[src/pfd_pkg.sv]
package pfd_pkg;

    // Stack fault selection bit positions
    localparam int unsigned SEL_ADDR_BIT  = 0;
    localparam int unsigned SEL_INTR_BIT  = 1;
    localparam int unsigned SEL_W         = 2;

    // Both stack fault resets are disabled after power-on or pin reset
    localparam logic [1:0] SEL_RST_VAL    = 2'h0;

    // Reset type codes, as seen by the block
    typedef enum logic [1:0] {
        PFD_RST_NONE  = 2'b00,
        PFD_RST_COLD  = 2'b01,
        PFD_RST_HANG  = 2'b11,
        PFD_RST_CE    = 2'b10
    } pfd_rst_kind_t;

    // Stack fault event group
    typedef struct packed {
        logic addr_ovf;
        logic addr_unf;
        logic intr_ovf;
        logic intr_unf;
    } pfd_stack_evt_t;

    // Write-once selection command
    typedef struct packed {
        logic       wr;
        logic [1:0] data;
    } pfd_sel_wr_t;

endpackage

[src/pfd_core.sv]
`timescale 1ns/1ps
// What this block does
// - Selection register takes one write per cold reset
// - Separate address and interrupt stack fault enables
// - Power-on clear sets carry-disable; flag read clears
// - Carry-disable blocks timer carry flag setting
// - Flag starts cleared and blocked after power-on
// - After read, flag sets on each pulse rise
// - Fault flag holds through reads; 0 means cold reset
// - Reset pin acts like power-on clear here
// - CE high resets at next carry pulse rise
// - Firmware reads flag before next pulse rise
// - Firmware changes carry period only after init
// - Hang reset keeps selection, flag and disable
// - Enabled stack over/underflow raises hang reset
module pfd_core
    import pfd_pkg::*;
(
    input  wire logic                 ref_clk,
    input  wire logic                 sys_rst,
    input  wire logic                 por_clear,
    input  wire logic                 reset_pin_n,
    input  wire logic                 chip_enable,
    input  wire logic                 carry_pulse,
    input  wire logic                 flag_read,
    input  wire pfd_pkg::pfd_sel_wr_t sel_wr,
    input  wire pfd_pkg::pfd_stack_evt_t stack_evt,
    output logic                      timer_carry_flag,
    output logic                      carry_disable,
    output logic [1:0]                stack_sel,
    output logic                      sel_locked,
    output logic                      hang_fault_reset,
    output logic                      ce_reset,
    output logic                      fault_reset_flag
);
    import pfd_pkg::*;

    ////////////////////////////////////////////////////////////////////////
    // Decoding
    logic       cold_rst;
    logic       pulse_q;
    logic       pulse_rise;
    logic       addr_fault;
    logic       intr_fault;
    logic       stack_fault;
    logic       sel_take;

    // Pin reset and power-on clear are both cold resets
    assign cold_rst    = sys_rst | por_clear | ~reset_pin_n;
    assign pulse_rise  = carry_pulse & ~pulse_q;
    assign addr_fault  = stack_evt.addr_ovf | stack_evt.addr_unf;
    assign intr_fault  = stack_evt.intr_ovf | stack_evt.intr_unf;
    // Each fault class gated by its own enable
    assign stack_fault = (addr_fault & stack_sel[SEL_ADDR_BIT]) | (intr_fault & stack_sel[SEL_INTR_BIT]);
    assign sel_take    = sel_wr.wr & ~sel_locked;

    ////////////////////////////////////////////////////////////////////////
    // Pulse edge history; survives hang resets
    always_ff @(posedge ref_clk) begin
        if (cold_rst) begin
            pulse_q <= 1'b0;
        end else begin
            pulse_q <= carry_pulse;
        end
    end

    ////////////////////////////////////////////////////////////////////////
    // Carry-disable and flag; hang resets never touch them
    always_ff @(posedge ref_clk) begin
        if (cold_rst) begin
            carry_disable    <= 1'b1;
            timer_carry_flag <= 1'b0;
        end else begin
            if (flag_read) begin
                carry_disable <= 1'b0;
            end
            // A rise in the read cycle still sets when carry-disable is clear: set wins over clear
            // Letting the read win would lose one carry event for the firmware
            if (pulse_rise && !carry_disable) begin
                timer_carry_flag <= 1'b1;
            end else if (flag_read) begin
                timer_carry_flag <= 1'b0;
            end
        end
    end

    ////////////////////////////////////////////////////////////////////////
    // Write-once selection register
    always_ff @(posedge ref_clk) begin
        if (cold_rst) begin
            stack_sel  <= SEL_RST_VAL;
            sel_locked <= 1'b0;
        end else if (sel_take) begin
            stack_sel  <= sel_wr.data;
            sel_locked <= 1'b1;
        end
    end

    ////////////////////////////////////////////////////////////////////////
    // Reset outputs, registered
    always_ff @(posedge ref_clk) begin
        if (cold_rst) begin
            hang_fault_reset <= 1'b0;
            ce_reset         <= 1'b0;
            fault_reset_flag <= 1'b0;
        end else begin
            hang_fault_reset <= stack_fault;
            // A period change makes an early rise, so CE reset may come at once
            ce_reset         <= chip_enable & pulse_rise;
            if (stack_fault) begin
                fault_reset_flag <= 1'b1;
            end else if (flag_read) begin
                fault_reset_flag <= fault_reset_flag;
            end
        end
    end

    ////////////////////////////////////////////////////////////////////////
    // Checks

    // Carry-disable and flag after a cold reset
    chk_cold_disable: assert property (@(posedge ref_clk) cold_rst |=> carry_disable && !timer_carry_flag)
        else $error("carry disable not set by cold reset");

    // Pin reset is a cold reset: selection back to default and unlocked
    chk_cold_sel: assert property (@(posedge ref_clk)
        cold_rst |=> stack_sel == SEL_RST_VAL && !sel_locked)
        else $error("selection not reset by cold reset");

    chk_blocked_flag: assert property (@(posedge ref_clk) disable iff (cold_rst)
        carry_disable && !flag_read |=> !timer_carry_flag || $past(timer_carry_flag))
        else $error("flag set while disabled");

    // Once cleared, only a cold reset can set carry-disable again
    chk_disable_holds: assert property (@(posedge ref_clk) disable iff (cold_rst)
        !carry_disable |=> !carry_disable)
        else $error("carry disable set without cold reset");

    chk_read_unblocks: assert property (@(posedge ref_clk) disable iff (cold_rst)
        flag_read |=> !carry_disable)
        else $error("read did not clear carry disable");

    chk_flag_sets: assert property (@(posedge ref_clk) disable iff (cold_rst)
        pulse_rise && !carry_disable |=> timer_carry_flag)
        else $error("flag missed a pulse rise");

    chk_read_clears: assert property (@(posedge ref_clk) disable iff (cold_rst)
        flag_read && !pulse_rise |=> !timer_carry_flag)
        else $error("read did not clear flag");

    // A read meeting a rise must not swallow the carry event
    chk_late_read: assert property (@(posedge ref_clk) disable iff (cold_rst)
        flag_read && pulse_rise && !carry_disable |=> timer_carry_flag)
        else $error("carry event lost to read");

    // Selection register
    chk_sel_once: assert property (@(posedge ref_clk) disable iff (cold_rst)
        sel_locked |=> $stable(stack_sel) && sel_locked)
        else $error("selection changed after lock");

    chk_sel_lands: assert property (@(posedge ref_clk) disable iff (cold_rst)
        sel_take |=> stack_sel == $past(sel_wr.data) && sel_locked)
        else $error("first selection write not taken");

    chk_sel_refused: assert property (@(posedge ref_clk) disable iff (cold_rst)
        sel_locked && sel_wr.wr |=> $stable(stack_sel))
        else $error("late selection write taken");

    // Stack fault reset gating
    chk_fault_gate: assert property (@(posedge ref_clk) disable iff (cold_rst)
        hang_fault_reset |-> $past(stack_sel) != 2'h0)
        else $error("fault reset with both enables off");

    chk_addr_enable: assert property (@(posedge ref_clk) disable iff (cold_rst)
        addr_fault && stack_sel[SEL_ADDR_BIT] |=> hang_fault_reset)
        else $error("address stack fault missed");

    chk_intr_enable: assert property (@(posedge ref_clk) disable iff (cold_rst)
        intr_fault && stack_sel[SEL_INTR_BIT] |=> hang_fault_reset)
        else $error("interrupt stack fault missed");

    chk_fault_quiet: assert property (@(posedge ref_clk) disable iff (cold_rst)
        !stack_fault |=> !hang_fault_reset)
        else $error("fault reset without enabled fault");

    // Hang resets leave the retained state alone
    chk_hang_keeps: assert property (@(posedge ref_clk) disable iff (cold_rst)
        hang_fault_reset && !flag_read && !sel_take |=> $stable(carry_disable) && $stable(stack_sel))
        else $error("hang reset changed retained state");

    chk_fault_sticky: assert property (@(posedge ref_clk) disable iff (cold_rst)
        fault_reset_flag |=> fault_reset_flag)
        else $error("fault flag lost without cold reset");

    // Chip-enable reset only on a pulse rise
    chk_ce_timing: assert property (@(posedge ref_clk) disable iff (cold_rst)
        ce_reset |-> $past(chip_enable) && $past(carry_pulse) && !$past(pulse_q))
        else $error("ce reset outside pulse rise");

    chk_ce_fires: assert property (@(posedge ref_clk) disable iff (cold_rst)
        chip_enable && pulse_rise |=> ce_reset)
        else $error("ce reset missed a pulse rise");

    // Main scenarios
    cov_cold_then_read: cover property (@(posedge ref_clk) carry_disable ##1 flag_read ##[1:50] timer_carry_flag);

    cov_sel_write: cover property (@(posedge ref_clk) sel_take ##[1:20] hang_fault_reset);

    cov_ce_reset: cover property (@(posedge ref_clk) ce_reset);

    cov_read_meets_rise: cover property (@(posedge ref_clk) flag_read && pulse_rise && !carry_disable);

    cov_sel_refused: cover property (@(posedge ref_clk) sel_locked && sel_wr.wr);
endmodule

[config.mk]
export PLATFORM = sky130hd
export DESIGN_NAME = pfd_core
export DESIGN_NICKNAME = d
export VERILOG_FILES = /design/src/pfd_pkg.sv /design/src/pfd_core.sv
export SDC_FILE = /design/constraint.sdc
export NUM_CORES = 1
export LEC_CHECK = 0
export ABC_AREA = 1
export BUFFER_PORTS_ARGS = -buffer_cell sky130_fd_sc_hd__buf_2
export CORE_AREA = 3 3 40 42
export CTS_CLUSTER_DIAMETER = 50
export DETAILED_ROUTE_END_ITERATION = 6
export DIE_AREA = 0 0 43 45
export PLACE_DENSITY = 0.48
export SYNTH_ARGS = -nofsm -noshare
export SYNTH_HDL_FRONTEND = slang
export SYNTH_SLANG_ARGS = --single-unit
[constraint.sdc]
create_clock -name ref_clk -period 0.9 [get_ports ref_clk]
set_input_delay 0.225 -clock ref_clk [delete_from_list [all_inputs] [get_ports ref_clk]]
set_output_delay 0.225 -clock ref_clk [all_outputs]
set_load 0.02 [all_outputs]
==> results of run 1 <==
## area by class of cell
cell class / instances / area [µm²]
Fill cell: 137 / 739
Sequential cell: 9 / 190
Tap cell: 15 / 18.8
Clock buffer: 4 / 26.3
Multi-Input combinational cell: 23 / 103
Inverter: 8 / 30.0
Timing Repair Buffer: 24 / 178
## cells by family (layout without fill, tap and decap cells)
family / Yosys count / after routing
and+or+nand+nor: 16 / 16
DFF: 9 / 9
buffers and inverters: 8 / 36
AOI/OAI and AO/OA: 7 / 7
## flip-flops by register name, summed over array words and instances (netlist names)
signal and flops:
ce_reset 1, fault_reset_flag 1, sel_locked 1, carry_disable 1, hang_fault_reset 1, timer_carry_flag 1
pulse_q 1, stack_sel 2
## through the flow
step | util (%) | setup WS, ps | cells
floorplan | - | 37.6 | 40
global placement | 34.0 | 71.1 | 76
detailed placement | 34.0 | 44.2 | 76
CTS | 42.5 | -48.0 | 83
global route | 42.5 | -71.9 | 83
finish | 42.5 | -40.5 | 83
## Yosys cell counts
master | n | share of area, %
dfxtp_1 | 9 | 58
nand2_1 | 9 | 11
inv_1 | 7 | 8.4
a21oi_1 | 4 | 6.4
nor2_1 | 3 | 3.6
o21ai_0 | 3 | 4.8
nand2_2 | 2 | 4.0
nand3_1 | 2 | 3.2
inv_2 | 1 | 1.2
## what timing repair did
item | CTS | global route
pin swaps | 0 | 1
setup buffers | 3 | 0
hold buffers | 0 | 0
endpoints found under the setup margin | 8 | 11
gates resized for setup | 24 | 2
## layer usage
| layer | routed length, µm | track usage [%] | vias up | part of all wire [%] |
|---|---|---|---|---|
| met1 | 307 | 9.22 | 141 | 41 |
| met2 | 351 | 12.9 | 19 | 47 |
| met4 | 0 | 5.42 | 0 | 0 |
| met5 | 0 | 0 | - | 0 |
| met3 | 93 | 5.18 | 0 | 12 |
| li1 | - | - | 178 | - |
## power by group
| group | leakage, nW | internal, mW | switching (mW) | total, mW |
|---|---|---|---|---|
| clock | 0.0150 | 0.170 | 0.135 | 0.305 |
| sequential | 0.0759 | 0.406 | 0.00403 | 0.410 |
| combinational | 0.200 | 0.0404 | 0.0370 | 0.0774 |
## worst register-to-register path: cells and delay by family (launching register included)
kind / cells / cell delay (ps)
flops: 1 / 320
simple gates: 2 / 160
compound gates: 1 / 130
buf+inv: 2 / 140
## path summary, 6_finish.rpt
kind,start,endpoint,slack (ps),cells after the start
worst max-delay path,stack_sel[0]$_SDFFE_PP0P_,stack_sel[0],-40,1
worst min-delay path,flag_read,carry_disable$_SDFFE_PP1P_,150,2
worst max register to register,sel_locked$_SDFFE_PP0P_,stack_sel[0]$_SDFFE_PP0P_,80,5
worst min register to register,timer_carry_flag$_SDFFE_PP0P_,timer_carry_flag$_SDFFE_PP0P_,470,2
==> impl_metrics.ini, run 1 <==
[die]
rows = 13
pin_count = 22
die_w_um = 43
core_area_um2 = 1280
start_util_pct = 24.3
die_height_um = 45
die_area_um2 = 1940

[critical_path]
cpLargestDelayFamily = flip-flops
cp.arrival_ps = 720
cpMaxStageDelayCell = dfxtp_2
path_cells = buf_6
max_stage_delay_ps = 340
worstSetupEndpointType = output port
crit_required_ps = 670
crit_buf_inv = 1
setup.worst_path.class = reg -> out
path_max_fanout = 2
cp-start-kind = flop

[timing]
period_needed_ps = 941
fin_skew_ps = 2.99
rsz0062_at_grt = yes
fin_ws_ps = -40.5
fin_setup_tns_ps = -196
final_hold_viol_count = 0
worst_slew_pin_slew_ps = 161
maxSlewHeadroom_pct = 89.3
timing.final.crit_share_pct = 105
setup_violations = 8
max_freq_mhz = 1060
slew_viol_final = 0
holdWs_ps = 152

[route]
drt-vias-per-instance = 4.07
drt_iter0_markers = 1
routed_wl_um = 752
drtAntennaViolNets = 0
routedWlPerCell_um = 9.06
drt-pass1-iter-count = 2
drc = 0
vias = 338

[cells_and_area]
final_common_cell = buf_2
final_cell_mix = buf_2 (13), nand2_1 (9), dfxtp_2 (8), buf_6 (8), inv_1 (6)
fin_nets = 83
num_antenna_cells = 0
drive_gt1_share_pct = 57.4
final_area_um2 = 546
area_delta_synth_final_pct = 74.4

[power_and_ir_drop]
vdd_drop_max_mv = 0.461
power_density_nw_per_um2 = 1450
power.leakage_nw = 0.291
p_total_uw = 793

[clock_network]
cts_tree = built
htree_levels = 1
clockBufferDepth = 2
clk_pin_slew_ps = 60
clock-sinks = 9
cts_buffers = 3
clk_latency_ps = 260
root_buffer = clkbuf_4

[yosys]
yosysSeqAreaShare_pct = 57.6
synth_top_family_by_area = simple AND/OR/NAND/NOR gates
synth.cell_area_um2 = 313
yosysWarnings = 0
synth_compound_area_share_pct = 11.2
synth_cell_type_count = 9
postSynthAreaPerCell_um2 = 7.82
synth_seq_cells = 9
synth-adder-area-share_pct = 0
synthSimpleGateAreaFrac_pct = 21.6
syn_nets = 54
muxShareOfSynthArea_pct = 0
syn_inst = 40
synthXorXnorAreaFrac_pct = 0

[global_route]
grtUsageTotal_pct = 8.60
grt_max_degree = 8
overflow = 0
grt_pass1_vias = 294
antenna_found_initial = 0
grt_pass1_wl_um = 1170

[outcome]
violations = negative setup slack
status = finished, violations left

[placed_design]
portBuffers = 21
place_area_um2 = 437
dp_hpwl_um = 542
gp_congestion = 0.664

[run]
max_cap_viol_count = 0

[hold_path]
hold_path_class = in -> reg
No activity file was read; power rests on OpenSTA's default activity.
==> run 2: changes to the inputs <==
- RECOVER_POWER: default -> 25
==> run 2 against run 1 <==
The run still ends with negative setup slack left; total power barely moved; clock power hardly changed; sequential power barely moved; non-clock buffer count unchanged; die area did not move; combinational power down 1%; largest power group unchanged; highest routed layer unchanged.
==> impl_metrics.ini, run 2 (synthesis gave the netlist of run 1 again) <==
[cells_and_area]
fin_nets = 83
final_cell_mix = buf_2 (13), nand2_1 (10), dfxtp_2 (8), buf_6 (8), inv_1 (6)
area_delta_synth_final_pct = 73.6
drive_gt1_share_pct = 55.9
final_area_um2 = 543
largest_reg_flops = 2
final_common_cell = buf_2
num_antenna_cells = 0
fill_cells = 137
top_register = stack_sel

[global_route]
grt_max_degree = 8
grtUsageTotal_pct = 8.60
grt_pass1_wl_um = 1170
overflow = 0
grt_pass1_vias = 294
antenna_found_initial = 0

[die]
die_height_um = 45
pin_count = 22
rows = 13
start_util_pct = 24.3
core_area_um2 = 1280
die_area_um2 = 1940
die_w_um = 43

[hold_path]
hold_depth = 2
hold_path_class = in -> reg

[critical_path]
setup.worst_path.class = reg -> out
cp.arrival_ps = 720
cpLargestDelayFamily = flip-flops
crit_required_ps = 670
worstSetupEndpointType = output port
cpMaxStageDelayCell = dfxtp_2
crit_buf_inv = 1
max_stage_delay_ps = 340
cp-start-kind = flop
r2r_end = stack_sel[0]$_SDFFE_PP0P_
reg2reg_depth = 5
crit_cells = 1
r2r_slack_ps = 70
timing.rr.start = sel_locked$_SDFFE_PP0P_
crit_path_end = stack_sel[0]
path_max_fanout = 2
cp-startpoint = stack_sel[0]$_SDFFE_PP0P_
path_cells = buf_6

[clock_network]
cts_hold_buf = 0
root_buffer = clkbuf_4
cts_tree = built
cts_buffers = 3
clockBufferDepth = 2
htree_levels = 1
clock-sinks = 9
clk_latency_ps = 260
clk_pin_slew_ps = 60

[timing]
fin_skew_ps = 4.17
period_needed_ps = 942
fin_ws_ps = -42.1
timing.final.crit_share_pct = 105
rsz0062_at_grt = yes
setup_violations = 8
slew_viol_final = 0
worst_slew_pin_slew_ps = 250
maxSlewHeadroom_pct = 83.3
max_freq_mhz = 1060
final_hold_viol_count = 0

[outcome]
violations = negative setup slack
status = finished, violations left

[power_and_ir_drop]
clock_power_share_pct = 38.7
power_frac_comb_pct = 9.6
internal_power_uw = 617
p_total_uw = 794
vdd_drop_max_mv = 0.455
switching_share_pct = 22.3
switchingPower_uw = 177
power_density_nw_per_um2 = 1460
seq_power_share_pct = 51.7
power.leakage_nw = 0.291

[route]
drtAntennaViolNets = 0
routed_wl_um = 756
vias = 340
routedWlPerCell_um = 9.11
drt_iter0_markers = 1
drt-pass1-iter-count = 2
drt-vias-per-instance = 4.10
drc = 0

[placed_design]
dp_hpwl_um = 542
portBuffers = 21
place_area_um2 = 437
gp_congestion = 0.664
post-place-ws_ps = 44.2

[run]
max_cap_viol_count = 0
[run 2: cell counts in the layout (fill, tap and decap cells not counted)]
No cell type changed its count.
[run 2: per-layer routing]
metal	track usage, %	vias up	part of all wire, %
met2	12.9	19	47
met4	5.42	0	0
li1	-	178	-
met1	9.22	143	41
met3	5.18	0	12
met5	0	-	0
[run 2: area by class of cell]
cell class / count / area [µm²] / area share (%)
repair buffers: 24 / 178 / 32.7
well taps: 15 / 18.8 / 3.46
inverters: 8 / 30.0 / 5.53
multi-input cells: 23 / 100 / 18.4
clock buffers: 4 / 26.3 / 4.84
flip-flops and latches: 9 / 190 / 35.0
[run 2: worst min-delay path by stage]
stage,startpoint,to,slack (ps)
global route,flag_read,carry_disable$_SDFFE_PP1P_,160
detailed placement,flag_read,carry_disable$_SDFFE_PP1P_,430
CTS,flag_read,carry_disable$_SDFFE_PP1P_,140
finish,flag_read,carry_disable$_SDFFE_PP1P_,150
floorplan,flag_read,carry_disable$_SDFFE_PP1P_,330
global placement,flag_read,carry_disable$_SDFFE_PP1P_,430
[run 2: power by group through the flow]
stage	logic, mW	clock network (mW)	registers (mW)
global placement	0.0667	0	0.417
finish	0.0764	0.307	0.410
CTS	0.0769	0.324	0.410
floorplan	0.0221	0	0.424
global route	0.0857	0.340	0.411
detailed placement	0.0672	0	0.417
[run 2: repair_timing]
| action | in CTS | in global routing |
|---|---|---|
| pin swaps | 0 | 1 |
| buffers inserted | 3 | 0 |
| resized for setup | 24 | 2 |
| setup endpoints to repair | 8 | 11 |
[run 2: metrics by stage]
stage	instances	setup TNS (ps)	utilization, %	hold WS, ps
2_1_floorplan	40	0	-	325
3_3_place_gp	76	0	34.0	430
3_5_place_dp	76	0	34.0	429
4_1_cts	83	-294	42.5	144
5_1_grt	83	-422	42.3	161
6_report	83	-203	42.3	152
==> run 3: changes to the inputs <==
- PLACE_DENSITY: 0.48 -> 0.58
==> run 3 against run 2 <==
Final area increased by 3.0%; sequential share of layout area down 1.0 points; global-route usage increased by 1.0 points; core utilization is 1.3 points higher; largest cell class unchanged; routed wire length down 3.0%; highest routed layer is now met4; total power rose by 0.51%; the run still ends with negative setup slack left.
==> impl_metrics.ini, run 3 (synthesis gave the netlist of run 1 again) <==
[outcome]
status = finished, violations left
violations = negative setup slack

[cells_and_area]
final_area_um2 = 559
final_common_cell = buf_2
fin_nets = 84
largest_reg_flops = 2
top_register = stack_sel
postLayoutCoreUtil_pct = 43.5
drive_gt1_share_pct = 59.4
num_antenna_cells = 0
area_delta_synth_final_pct = 78.8
final_cell_count_no_fill = 84
final_cell_mix = buf_2 (13), nand2_1 (10), dfxtp_2 (8), buf_6 (8), inv_1 (7)

[timing]
timing.final.crit_share_pct = 104
setup_violations = 8
fin_setup_tns_ps = -198
period_needed_ps = 932
final_hold_viol_count = 0
maxSlewHeadroom_pct = 83.8
rsz0062_at_grt = yes
slew_viol_final = 0
fin_ws_ps = -32.3
max_freq_mhz = 1070
fin_skew_ps = 4.85
holdWs_ps = 170
worst_slew_pin_slew_ps = 243

[critical_path]
cpLargestDelayFamily = flip-flops
crit_required_ps = 670
path_cells = buf_6
crit_buf_inv = 1
worstSetupEndpointType = output port
max_stage_delay_ps = 340
setup.worst_path.class = reg -> out
cp-start-kind = flop
cp.arrival_ps = 710
path_max_fanout = 2
cpMaxStageDelayCell = dfxtp_2

[placed_design]
gp_congestion = 0.705
place_area_um2 = 437
portBuffers = 21
post-place-ws_ps = 44.8
numPlacedInstances = 76
dp_hpwl_um = 530

[die]
core_area_um2 = 1280
die_w_um = 43
rows = 13
die_height_um = 45
pin_count = 22
die_area_um2 = 1940
start_util_pct = 24.3

[clock_network]
clk_pin_slew_ps = 70
clock-sinks = 9
cts_buffers = 3
root_buffer = clkbuf_4
clockBufferDepth = 2
cts_tree = built
clk_latency_ps = 260
htree_levels = 1

[power_and_ir_drop]
vdd_drop_max_mv = 0.676
p_total_uw = 798
power.leakage_nw = 0.300
power_density_nw_per_um2 = 1430

[route]
drt_iter0_markers = 6
drt-vias-per-instance = 3.96
drtAntennaViolNets = 0
drc = 0
vias = 333
routedWlPerCell_um = 8.73
drt-pass1-iter-count = 2
routed_wl_um = 733

[global_route]
grtUsageTotal_pct = 9.62
grt_max_degree = 8
grt_util_met3_pct = 4.78
overflow = 0
grt_pass1_wl_um = 1280
busiest_layer = met2
met2_usage_pct = 13.2
grtUsageMet1_pct = 10.7
antenna_found_initial = 0
grt_pass1_vias = 305

[run]
max_cap_viol_count = 0

[hold_path]
hold_path_class = in -> reg
## run 3: repair_timing
action | in CTS | in global routing
endpoints found under the setup margin | 8 | 10
resized for setup | 24 | 4
hold buffers | 0 | 0
buffers inserted | 4 | 0
pin swaps | 0 | 2
## run 3: final timing paths
kind | from | to | slack (ps) | cells past startpoint
worst max-delay path | timer_carry_flag$_SDFFE_PP0P_ | timer_carry_flag | -30 | 1
worst min-delay path | flag_read | carry_disable$_SDFFE_PP1P_ | 170 | 2
worst max register to register | stack_sel[1]$_SDFFE_PP0P_ | fault_reset_flag$_SDFFE_PP0P_ | 100 | 5
worst min register to register | timer_carry_flag$_SDFFE_PP0P_ | timer_carry_flag$_SDFFE_PP0P_ | 480 | 2
## run 3: cell type report
class / count / area (µm²)
fillers: 138 / 726
flip-flops and latches: 9 / 190
repair buffers: 25 / 185
multi-input cells: 23 / 108
inverters: 8 / 30.0
clock buffers: 3 / 22.5
well taps: 15 / 18.8
clock inverters: 1 / 5.00
## run 3: layer usage
metal  vias to the layer above  share of wire [%]  routed length (µm)
li1                        179                  -                   -
met1                       137                 41                 299
met2                        15                 46                 334
met3                         2                 12                  89
met4                         0                1.4                  10
met5                         -                  0                   0
## run 3: report_power, final
| group | total [mW] | switching (mW) | internal, mW |
|---|---|---|---|
| sequential | 0.410 | 0.00381 | 0.406 |
| clock | 0.308 | 0.144 | 0.164 |
| combinational | 0.0801 | 0.0382 | 0.0419 |
| total | 0.798 | 0.186 | 0.612 |
